$ cat src/rtl/stop_recovery_pkg.sv
// Constants, types and register layout for the stop recovery and reset cause block.
// Assumes a 100 MHz core clock and an APB slave with 32-bit data.
package stop_recovery_pkg;

  localparam logic [11:0] ADDR_CAUSE  = 12'hFF0;
  localparam logic [11:0] ADDR_OSC    = 12'hFF4;
  localparam logic [11:0] ADDR_LOWSUP = 12'hFF8;
  localparam logic [11:0] ADDR_STATUS = 12'hFFC;

  localparam int BIT_POWERUP  = 7;
  localparam int BIT_STOPWAKE = 6;
  localparam int BIT_DOG      = 5;
  localparam int BIT_PINRST   = 4;
  localparam int BIT_LOWSUP   = 0;

  localparam logic [7:0] DOG_CTL_RESET = 8'h00;
  localparam logic [7:0] OSC_CTL_RESET = 8'hA0;
  localparam logic [7:0] OSC_IPO_ON    = 8'h80;
  localparam logic [7:0] OSC_SEL_MASK  = 8'h03;

  localparam int OSC_BIT_XTAL = 5;
  localparam int LOWSUP_BIT_IEN = 0;
  localparam int LOWSUP_BIT_BOD = 1;

  localparam int         PORT_W         = 8;
  localparam int         HOLD_SHORT_CYC = 66;
  localparam int         HOLD_LONG_CYC  = 5000;
  localparam logic [12:0] HOLD_SHORT    = 13'(HOLD_SHORT_CYC);
  localparam logic [12:0] HOLD_LONG     = 13'(HOLD_LONG_CYC);

  typedef enum logic [1:0] {
    ST_RUN  = 2'b00,
    ST_STOP = 2'b01,
    ST_HOLD = 2'b11,
    ST_DONE = 2'b10
  } phase_type;

  typedef struct packed {
    logic        psel;
    logic        penable;
    logic        pwrite;
    logic [11:0] paddr;
    logic [31:0] pwdata;
  } apb_req_type;

  typedef struct packed {
    logic        pready;
    logic [31:0] prdata;
    logic        pslverr;
  } apb_rsp_type;

  typedef struct packed {
    logic powerUp;
    logic stopWake;
    logic dogFlag;
    logic pinReset;
  } cause_type;

endpackage

$ cat src/rtl/wake_hold_counter.sv
// Hold-in-reset counter for stop wake.
// Assumes it is clocked from the internal oscillator domain clock.
`timescale 1ns/100ps
module wake_hold_counter (
  input  wire logic        core_clk,
  input  wire logic        sys_rst,
  input  wire logic        start,
  input  wire logic        xtalOn,
  output logic             busy,
  output logic             done
);
  typedef struct packed {
    logic [12:0] count;
    logic        busy;
    logic        done;
  } state_type;

  state_type stateQ;
  state_type stateD;

  always_comb begin
    stateD      = stateQ;
    stateD.done = 1'b0;
    if (start && !stateQ.busy) begin
      // length picked by crystal enable
      stateD.count = xtalOn ? stop_recovery_pkg::HOLD_LONG : stop_recovery_pkg::HOLD_SHORT;
      stateD.busy  = 1'b1;
    end else if (stateQ.busy) begin
      stateD.count = stateQ.count - 13'h0001;
      if (stateQ.count == 13'h0001) begin
        stateD.busy = 1'b0;
        stateD.done = 1'b1;
      end
    end
  end

  always_ff @(posedge core_clk or posedge sys_rst) begin
    if (sys_rst) begin
      stateQ <= '0;
    end else begin
      stateQ <= stateD;
    end
  end

  assign busy = stateQ.busy;
  assign done = stateQ.done;
endmodule

$ cat src/rtl/pin_change_detect.sv
// Per-pin change detect for enabled wake pins, with frozen input capture.
// Assumes pins already synchronous to core_clk.
`timescale 1ns/100ps
module pin_change_detect (
  input  wire logic                                 core_clk,
  input  wire logic                                 sys_rst,
  input  wire logic [stop_recovery_pkg::PORT_W-1:0] pins,
  input  wire logic [stop_recovery_pkg::PORT_W-1:0] wakeEnable,
  input  wire logic                                 frozen,
  output logic                                      change,
  output logic      [stop_recovery_pkg::PORT_W-1:0] portInput
);
  typedef struct packed {
    logic [stop_recovery_pkg::PORT_W-1:0] held;
  } state_type;

  state_type                            stateQ;
  state_type                            stateD;
  logic [stop_recovery_pkg::PORT_W-1:0] diff;

  genvar i;
  generate
    for (i = 0; i < stop_recovery_pkg::PORT_W; i = i + 1) begin : g_pin
      // either direction counts
      assign diff[i] = wakeEnable[i] & (pins[i] ^ stateQ.held[i]);
    end
  endgenerate

  always_comb begin
    stateD = stateQ;
    if (!frozen) begin
      stateD.held = pins;
    end
  end

  always_ff @(posedge core_clk or posedge sys_rst) begin
    if (sys_rst) begin
      stateQ <= '0;
    end else begin
      stateQ <= stateD;
    end
  end

  assign change    = frozen & (|diff);
  assign portInput = stateQ.held;
endmodule

$ cat src/rtl/stop_recovery_reset_status.sv
// Stop-mode wake sequencer with reset cause register on APB.
// Assumes synchronous pins, a pre-filtered reset pin level and a core that
// fetches its vector itself when coreReset falls.
`timescale 1ns/100ps
module stop_recovery_reset_status (
  input  wire logic                                 core_clk,
  input  wire logic                                 sys_rst,
  input  wire logic                                 psel,
  input  wire logic                                 penable,
  input  wire logic                                 pwrite,
  input  wire logic [11:0]                          paddr,
  input  wire logic [31:0]                          pwdata,
  output logic      [31:0]                          prdata,
  output logic                                      pready,
  output logic                                      pslverr,
  input  wire logic                                 stopEnter,
  input  wire logic                                 powerUpEvent,
  input  wire logic                                 debuggerReset,
  input  wire logic                                 dogTimeout,
  input  wire logic                                 dogResetSelect,
  input  wire logic                                 interruptsOn,
  input  wire logic                                 pinResetFiltered_n,
  input  wire logic                                 debugPin_n,
  input  wire logic                                 supplyLow,
  input  wire logic [stop_recovery_pkg::PORT_W-1:0] portPins,
  input  wire logic [stop_recovery_pkg::PORT_W-1:0] wakeEnable,
  output logic      [stop_recovery_pkg::PORT_W-1:0] portInput,
  output logic                                      coreReset,
  output logic                                      systemReset,
  output logic                                      oscEnable,
  output logic      [1:0]                           clockSelect,
  output logic                                      dogIrq,
  output logic                                      lowSupplyIrq,
  output logic      [7:0]                           dogControl
);

  typedef struct packed {
    stop_recovery_pkg::phase_type   phase;
    stop_recovery_pkg::cause_type   cause;
    logic [7:0]                     dogCtl;
    logic [7:0]                     osc_control_reg;
    logic [1:0]                     lowSupCtl;
    logic                           dogWake;
    logic                           irqPend;
    logic                           coreReset;
    logic                           systemReset;
    logic                           dogIrq;
    logic                           lowIrq;
    logic                           lowFlag;
    logic [31:0]                    prdata;
    logic                           pready;
    logic                           pslverr;
    logic [stop_recovery_pkg::PORT_W-1:0] portIn;
  } state_type;

  state_type                            stateQ;
  state_type                            stateD;
  logic                                 pinChange;
  logic [stop_recovery_pkg::PORT_W-1:0] portNow;
  logic                                 holdBusy;
  logic                                 holdDone;
  logic                                 wakeReq;
  logic                                 inStop;
  logic                                 fullReset;
  logic                                 setup;
  logic                                 access;
  logic                                 lowDetect;
  logic                                 dogWakeNow;
  logic                                 dogRun;

  assign inStop     = (stateQ.phase == stop_recovery_pkg::ST_STOP);
  assign fullReset  = inStop & (!pinResetFiltered_n | !debugPin_n);
  assign dogWakeNow = inStop & dogTimeout;
  assign wakeReq    = !fullReset & (dogWakeNow | pinChange);
  assign dogRun     = dogTimeout & !inStop;
  assign setup      = psel & !penable;
  assign access     = psel & penable;
  assign lowDetect  = supplyLow & !stateQ.lowSupCtl[stop_recovery_pkg::LOWSUP_BIT_BOD];

  pin_change_detect u_pins (
    .core_clk   (core_clk),
    .sys_rst    (sys_rst),
    .pins       (portPins),
    .wakeEnable (wakeEnable),
    .frozen     (inStop | holdBusy),
    .change     (pinChange),
    .portInput  (portNow)
  );

  wake_hold_counter u_hold (
    .core_clk (core_clk),
    .sys_rst  (sys_rst),
    .start    (wakeReq),
    .xtalOn   (stateQ.osc_control_reg[stop_recovery_pkg::OSC_BIT_XTAL]),
    .busy     (holdBusy),
    .done     (holdDone)
  );

  always_comb begin
    stateD             = stateQ;
    stateD.pready      = 1'b0;
    stateD.pslverr     = 1'b0;
    stateD.systemReset = 1'b0;
    stateD.dogIrq      = 1'b0;
    stateD.portIn      = portNow;
    stateD.lowFlag     = lowDetect;
    stateD.lowIrq      = lowDetect & stateQ.lowSupCtl[stop_recovery_pkg::LOWSUP_BIT_IEN];

    // read returns the old bits, then clears them; events below win over the clear
    if (access && !stateQ.pready && !pwrite && paddr == stop_recovery_pkg::ADDR_CAUSE) begin
      stateD.cause = '0;
    end

    case (stateQ.phase)
      stop_recovery_pkg::ST_RUN: begin
        if (stopEnter) begin
          stateD.phase = stop_recovery_pkg::ST_STOP;
        end
        if (dogRun) begin
          stateD.cause.stopWake = 1'b0;
          stateD.cause.powerUp  = 1'b0;
          if (dogResetSelect) begin
            stateD.systemReset   = 1'b1;
            stateD.cause         = '0;
            stateD.cause.dogFlag = 1'b1;
          end else begin
            stateD.dogIrq        = interruptsOn;
            stateD.cause.dogFlag = 1'b1;
          end
        end
      end
      stop_recovery_pkg::ST_STOP: begin
        if (fullReset) begin
          stateD.systemReset = 1'b1;
          stateD.phase       = stop_recovery_pkg::ST_RUN;
          stateD.cause       = '0;
          if (!debugPin_n) begin
            stateD.cause.powerUp  = 1'b1;
          end else begin
            stateD.cause.pinReset = 1'b1;
          end
        end else if (wakeReq) begin
          stateD.phase     = stop_recovery_pkg::ST_HOLD;
          stateD.coreReset = 1'b1;
          stateD.dogWake   = dogWakeNow;
          stateD.irqPend   = dogWakeNow & !dogResetSelect & interruptsOn;
          // only oscillator and dog control change
          stateD.osc_control_reg    = (stateQ.osc_control_reg & ~stop_recovery_pkg::OSC_SEL_MASK)
                             | stop_recovery_pkg::OSC_IPO_ON;
          stateD.dogCtl    = stop_recovery_pkg::DOG_CTL_RESET;
        end
      end
      stop_recovery_pkg::ST_HOLD: begin
        if (holdDone) begin
          stateD.phase          = stop_recovery_pkg::ST_DONE;
          stateD.coreReset      = 1'b0;
          stateD.cause.stopWake = 1'b1;
          stateD.cause.powerUp  = 1'b0;
          if (stateQ.dogWake) begin
            stateD.cause.dogFlag = 1'b1;
          end else begin
            stateD.cause.dogFlag  = 1'b0;
            stateD.cause.pinReset = 1'b0;
          end
        end
      end
      stop_recovery_pkg::ST_DONE: begin
        stateD.phase   = stop_recovery_pkg::ST_RUN;
        stateD.dogIrq  = stateQ.irqPend;
        stateD.irqPend = 1'b0;
      end
      default: begin
        stateD.phase = stop_recovery_pkg::ST_RUN;
      end
    endcase

    if (powerUpEvent || debuggerReset) begin
      stateD.cause         = '0;
      stateD.cause.powerUp = 1'b1;
      stateD.phase         = stop_recovery_pkg::ST_RUN;
      stateD.coreReset     = 1'b0;
    end

    if (access && !stateQ.pready) begin
      stateD.pready = 1'b1;
      if (pwrite) begin
        case (paddr)
          stop_recovery_pkg::ADDR_CAUSE:  stateD.dogCtl    = pwdata[7:0];
          stop_recovery_pkg::ADDR_OSC:    stateD.osc_control_reg    = pwdata[7:0];
          stop_recovery_pkg::ADDR_LOWSUP: stateD.lowSupCtl = pwdata[1:0];
          stop_recovery_pkg::ADDR_STATUS: stateD.pslverr   = 1'b0;
          default:                        stateD.pslverr   = 1'b1;
        endcase
        stateD.prdata = 32'h0000_0000;
      end else begin
        case (paddr)
          stop_recovery_pkg::ADDR_CAUSE:
            stateD.prdata = {24'h000000, stateQ.cause.powerUp, stateQ.cause.stopWake,
                             stateQ.cause.dogFlag, stateQ.cause.pinReset, 3'h0,
                             stateQ.lowFlag};
          stop_recovery_pkg::ADDR_OSC:
            stateD.prdata = {24'h000000, stateQ.osc_control_reg};
          stop_recovery_pkg::ADDR_LOWSUP:
            stateD.prdata = {30'h00000000, stateQ.lowSupCtl};
          stop_recovery_pkg::ADDR_STATUS:
            stateD.prdata = {29'h00000000, stateQ.phase, stateQ.coreReset};
          default: begin
            stateD.prdata  = 32'h0000_0000;
            stateD.pslverr = 1'b1;
          end
        endcase
      end
    end
  end

  always_ff @(posedge core_clk or posedge sys_rst) begin
    if (sys_rst) begin
      stateQ               <= '0;
      stateQ.phase         <= stop_recovery_pkg::ST_RUN;
      stateQ.cause.powerUp <= 1'b1;
      stateQ.dogCtl        <= stop_recovery_pkg::DOG_CTL_RESET;
      stateQ.osc_control_reg        <= stop_recovery_pkg::OSC_CTL_RESET;
    end else begin
      stateQ <= stateD;
    end
  end

  assign prdata       = stateQ.prdata;
  assign pready       = stateQ.pready;
  assign pslverr      = stateQ.pslverr;
  assign portInput    = stateQ.portIn;
  assign coreReset    = stateQ.coreReset;
  assign systemReset  = stateQ.systemReset;
  assign oscEnable    = stateQ.osc_control_reg[7];
  assign clockSelect  = stateQ.osc_control_reg[1:0];
  assign dogIrq       = stateQ.dogIrq;
  assign lowSupplyIrq = stateQ.lowIrq;
  assign dogControl   = stateQ.dogCtl;
endmodule

$ cat config.mk
export PLATFORM = sky130hd
export DESIGN_NAME = stop_recovery_reset_status
export DESIGN_NICKNAME = d
export VERILOG_FILES = /design/src/rtl/stop_recovery_pkg.sv /design/src/rtl/wake_hold_counter.sv /design/src/rtl/pin_change_detect.sv /design/src/rtl/stop_recovery_reset_status.sv
export SDC_FILE = /design/constraint.sdc
export NUM_CORES = 1
export LEC_CHECK = 0
export BUFFER_PORTS_ARGS = -buffer_cell sky130_fd_sc_hd__buf_4
export CAP_MARGIN = 10
export CORE_ASPECT_RATIO = 1.2
export CORE_UTILIZATION = 51
export CTS_CLUSTER_DIAMETER = 200
export DETAILED_ROUTE_END_ITERATION = 10
export PLACE_DENSITY_LB_ADDON = 0.12
export RECOVER_POWER = 100
export SYNTH_ARGS = -nofsm -noshare
export SYNTH_HDL_FRONTEND = slang
export SYNTH_HIERARCHICAL = 1
export SYNTH_SLANG_ARGS = --single-unit
$ cat constraint.sdc
create_clock -name core_clk -period 3 [get_ports core_clk]
set_input_delay 0.45 -clock core_clk [delete_from_list [all_inputs] [get_ports core_clk]]
set_output_delay 0.45 -clock core_clk [all_outputs]
set_load 0.05 [all_outputs]
# Word-level counts from Yosys, hierarchy flattened
# Index checks and enable logic that the tools add are counted.
# Widths: inputs -> output; s select.
dict set report classes {
  n_addsub 1
  n_eq_ne 15
  muxes 44
  bitwise 30
  n_reduce_logical 25
}
# cell count
set ops {}
lappend ops {{$eq 12x12->1 const B} 4}
lappend ops {{$mux 16} 3}
lappend ops {{$mux 18} 2}
lappend ops {{$pmux 8 s4} 1}
lappend ops {{$mux 8} 3}
lappend ops {{$and 1x1->1} 18}
lappend ops {{$mux 2} 9}
lappend ops {{$mux 15} 1}
lappend ops {{$mux 14} 1}
lappend ops {{$eq 13x1->1 const B} 1}
lappend ops {{$mux 13} 1}
lappend ops {{$sub 13x1->13 const B} 1}
lappend ops {{$mux 1} 12}
lappend ops {{$mux 4} 3}
lappend ops {{$mux 6} 2}
lappend ops {{$pmux 4 s3} 1}
lappend ops {{$reduce_and 3->1} 4}
lappend ops {{$logic_not 1->1} 9}
lappend ops {{$pmux 1 s2} 4}
lappend ops {{$pmux 2 s4} 1}
lappend ops {{$reduce_or 8->1} 1}
lappend ops {{$xor 1x1->1} 8}
lappend ops {{$ne 3x2->1 const B} 2}
lappend ops {{$eq 2x2->1 const B} 2}
lappend ops {{15 further kinds} 21}
dict set report totals {
  reg_bits 72
  output_inout_bits 57
}

# Logic depth before layout (Yosys ltp)
dict set report logic_depth {
  depth_word 12
  depth_mapped 12
  mapped_depth_nobuf 10
}

# Hierarchy
# Netlist, hierarchy kept.
# module n_inst cells_each area_each_um2 seq_area_each_um2
set modules_own_cells {}
lappend modules_own_cells {stop_recovery_reset_status 1 240 2650.0 1229.9}
lappend modules_own_cells {wake_hold_counter 1 90 817.0 375.4}
lappend modules_own_cells {pin_change_detect 1 32 411.6 200.2}

# Least setup slack after synthesis
# Ideal clock, no wire load.
dict set report synth_path {
  path_kind {register to register}
  from {reg stateQ[72] in the netlist's numbering}
  to {reg u_hold/stateQ[11] in the netlist's numbering}
  arrival_time_ns 1.995
  setup_slack_ns 0.886
  path_stages_with_launch 13
  n_path_buf 2
  period_less_slack_ns 2.114
  cell_sequence {dfrtp_1 clkbuf_1 nand2b_1 nand2b_1 buf_2 inv_1 a41oi_1 a21oi_1 a21oi_1 nand2b_1 nor2_1 a31oi_1 o21a_1}
}
dict set report synth_between {
  elab_chain_cells 7
  elab_cells_between_ends 11
  classes_between {eq/ne (1); mux (1); bitwise (6); reduce/logical (3)}
}
# element line_no
set synth_lines {}
lappend synth_lines {{start: declaration} stop_recovery_reset_status.sv:56} ;# state_type stateQ;
lappend synth_lines {{start signal: assignment} stop_recovery_reset_status.sv:224} ;# stateQ <= stateD;
lappend synth_lines {{$eq 2x1->1 (*)} stop_recovery_reset_status.sv:71} ;# assign inStop = (stateQ.phase == stop_recovery_pkg::ST_STOP);
lappend synth_lines {{$or 1x1->1 (*)} stop_recovery_reset_status.sv:85} ;# .frozen (inStop | holdBusy),
lappend synth_lines {{$and 1x1->1 (*)} pin_change_detect.sv:44} ;# assign change = frozen & (|diff);
lappend synth_lines {{net pinChange} stop_recovery_reset_status.sv:58} ;# logic pinChange;
lappend synth_lines {{$or 1x1->1 (*)} stop_recovery_reset_status.sv:74} ;# assign wakeReq = !fullReset & (dogWakeNow | pinChange);
lappend synth_lines {{$and 1x1->1 (*)} stop_recovery_reset_status.sv:74}
lappend synth_lines {{net wakeReq} stop_recovery_reset_status.sv:62} ;# logic wakeReq;
lappend synth_lines {{$logic_and 1x1->1 (*)} wake_hold_counter.sv:24} ;# if (start && !stateQ.busy) begin
lappend synth_lines {{$mux 14 or $reduce_bool 2->1 (tied branches)} n/a}
lappend synth_lines {{end signal: assignment} wake_hold_counter.sv:41} ;# stateQ <= stateD;
lappend synth_lines {{end: declaration} wake_hold_counter.sv:18} ;# state_type stateQ;
# Mark *: on every way through the listed nets, which the timed path passes. The rest lies on a longest branch.
# A chain may end at the register's enable or synchronous reset.

==> impl_metrics.json <==
{
  "multi_input_area_um2": 1650,
  "setup_viol": 0,
  "clockRootBuffer": "clkbuf_8",
  "core_um2": 7320,
  "arrival_ns": 2.75,
  "cp.required_ns": 3.23,
  "track_usage_pct": 21.2,
  "first_iter_violations": 119,
  "die_w_um": 81.6,
  "rsz0062_at_grt": "no",
  "yosysUniqueCellTypes": 68,
  "end_kind": "register",
  "cts.sinks": 72,
  "globalplace.congestion": 0.869,
  "clock_latency_ns": 0.34,
  "layout-drive-gt1-share_pct": 25.1,
  "leakagePower_nw": 2.03,
  "status": "finished, violations left",
  "syn2layout_area_growth_pct": 11.5,
  "hold_violations": 0,
  "antenna_found_initial": 0,
  "r2r-end": "dogControl[3]$_DFF_PP0_",
  "maxSlewViolCount": 50,
  "netlist_area_um2": 3880,
  "start_util_pct": 53.0,
  "overflow": 0,
  "async_flop_share_pct": 100,
  "die-height_um": 97.5,
  "viasPerCell": 5.45,
  "route.antenna.remaining_nets": 0,
  "clk_pin_slew_ns": 0.08,
  "ff_latch_area_um2": 1810,
  "wl_per_cell_um": 15.2,
  "hpwl_um": 5770,
  "p_per_area_nw_per_um2": 581,
  "nets": 498,
  "grt_max_degree": 50,
  "violations": "capacitance limit, slew limit",
  "cts_buffer_depth": 2,
  "rows": 34,
  "reg2reg_slack_ns": 0.49,
  "antenna_cells": 0,
  "synth_seq_cells": 72,
  "relSlewSlack_pct": -23.4,
  "cp_slowest_stage_delay_ns": 0.69,
  "hp-class": "primary input to async pin",
  "cpMaxStageDelayCell": "dfrtp_1",
  "skew_ns": 0.00932,
  "cp_cell_sequence": "nand2b_1 -> inv_1 -> a41oi_1 -> nor2_1 -> nor2_2 -> clkbuf_1 -> nor2b_1 -> mux2_2",
  "first_pass_iters": 4,
  "critPathMaxFanout": 18,
  "fin_crit_ns": 2.51,
  "crit_start": "u_hold/busy$_DFF_PP0_",
  "cts_resized": 0,
  "wl_um": 7860,
  "ir_drop_uv": 311,
  "path_class": "register to register",
  "grt_pass1_wl_um": 13000,
  "ys_dominant_reg_cell": "dfrtp_1",
  "yosysWarnings": 6,
  "fin_crit_sh_pct": 83.7,
  "pin_count": 131,
  "route.vias.total": 2818,
  "cts_hold_buf": 0,
  "die_area_um2": 7960,
  "total_power_mw": 2.51,
  "cts_buffers": 9,
  "port_buffers": 82,
  "worstMarginPinSlew_ns": 1.85,
  "final_common_cell": "dfrtp_1",
  "synthCells": 362,
  "drc_errors": 0,
  "cts_tree": "done",
  "fillers": 658,
  "synth_seq_area_share_pct": 46.5,
  "start_kind": "register",
  "cts_setup_buffers": 0,
  "cts_htree_levels": 3,
  "drv_cap": 1,
  "final_cell_mix": "dfrtp_1 (69), buf_4 (49), clkbuf_1 (38)",
  "r2r-start": "u_hold/busy$_DFF_PP0_",
  "grt_pass1_vias": 2886,
  "syn_area_per_cell_um2": 10.7,
  "r2r_cells": 8,
  "synth-edff-count": 0,
  "fin_setup_tns_ns": 0,
  "max_freq_ghz": 0.398
}
==> critical path: cells and delay by family, from the launching register on <==
family | cells | cell delay (ns)
compound gates | 1 | 0.30
flops | 1 | 0.69
buf+inv | 2 | 0.60
simple gates | 4 | 0.52
mux | 1 | 0.29
==> where the power goes <==
| part | internal [mW] | total [mW] | leakage, nW | switching [mW] |
|---|---|---|---|---|
| clock network | 0.408 | 0.782 | 0.0907 | 0.375 |
| logic | 0.188 | 0.530 | 1.03 | 0.342 |
| registers | 1.08 | 1.20 | 0.917 | 0.120 |
| total | 1.68 | 2.51 | 2.03 | 0.836 |
==> routing by layer <==
metal	share of wire [%]	global-route usage, %	vias to the layer above
met5	0	0	-
met4	2.2	9.99	0
met3	4.5	3.66	15
met2	52	36.8	83
met1	41	24.7	1386
li1	-	-	1334
==> logic make-up (layout without fill, tap and decap cells) <==
family	after synthesis	after routing	synth area share [%]
mux	30	30	8.94
flops	72	72	46.5
fa+ha+maj	2	2	0.645
xor+xnor	9	9	2.03
other cells	1	24	0.0967
buf+inv	73	115	12.3
compound gates	66	66	11.5
simple gates	109	109	18.0
==> stage by stage <==
stage	setup WS (ns)	utilization, %	area (µm²)	hold slack [ns]	instances
finish	0.488	59.1	4330	0.0641	517
global placement	0.724	58.8	4300	0.396	501
detailed placement	0.688	58.8	4300	0.399	501
CTS	0.689	61.6	4510	0.0638	517
floorplan	0.886	-	3970	0.266	385
global route	0.302	59.1	4330	0.0989	517
==> how the worst max path moves through the flow <==
stage | endpoint | cells past startpoint
after detailed placement | u_hold/stateQ[11]$_DFFE_PP0P_ | 11
final | dogControl[3]$_DFF_PP0_ | 8
after global placement | u_hold/stateQ[9]$_DFFE_PP0P_ | 10
after CTS | u_hold/stateQ[11]$_DFFE_PP0P_ | 10
after floorplan | u_hold/stateQ[11]$_DFFE_PP0P_ | 12
after global routing | dogControl[3]$_DFF_PP0_ | 8
==> layout make-up <==
| cell class | count | share of cell area (%) |
|---|---|---|
| Sequential cell | 72 | 41.7 |
| Multi-Input combinational cell | 240 | 38.1 |
| Tap cell | 90 | 2.60 |
| Clock buffer | 10 | 3.18 |
| Timing Repair Buffer | 87 | 11.8 |
| Clock inverter | 6 | 1.59 |
| Inverter | 12 | 1.04 |
==> registers in the layout, summed over array words and instances (netlist names), 2 cells and up <==
| register | flops |
|---|---|
| stateQ | 16 |
| u_hold/stateQ | 13 |
| dogControl | 8 |
| portInput | 8 |
| prdata | 8 |
| u_pins/portInput | 8 |
| clockSelect | 2 |
==> synth_stat cells, types with 3 or more instances <==
| master | n | area share [%] |
|---|---|---|
| nor2b_1 | 17 | 2.7 |
| xor2_1 | 8 | 1.8 |
| dfrtp_1 | 69 | 45 |
| nor3_1 | 5 | 0.65 |
| a31oi_1 | 5 | 0.81 |
| mux2_2 | 27 | 7.8 |
| inv_1 | 12 | 1.2 |
| dfstp_2 | 3 | 2.0 |
| a22oi_1 | 6 | 1.2 |
| nand3_1 | 14 | 1.8 |
| nor2_1 | 18 | 1.7 |
| buf_2 | 3 | 0.39 |
| nand2_1 | 20 | 1.9 |
| o211ai_1 | 3 | 0.58 |
| a32oi_1 | 4 | 0.90 |
| a21oi_1 | 11 | 1.4 |
| o21ai_0 | 16 | 2.1 |
| nand2b_1 | 4 | 0.65 |
| o21a_1 | 4 | 0.77 |
| buf_4 | 51 | 9.9 |
| clkbuf_1 | 6 | 0.58 |
Note: power is estimated with default switching activity, not from simulation.
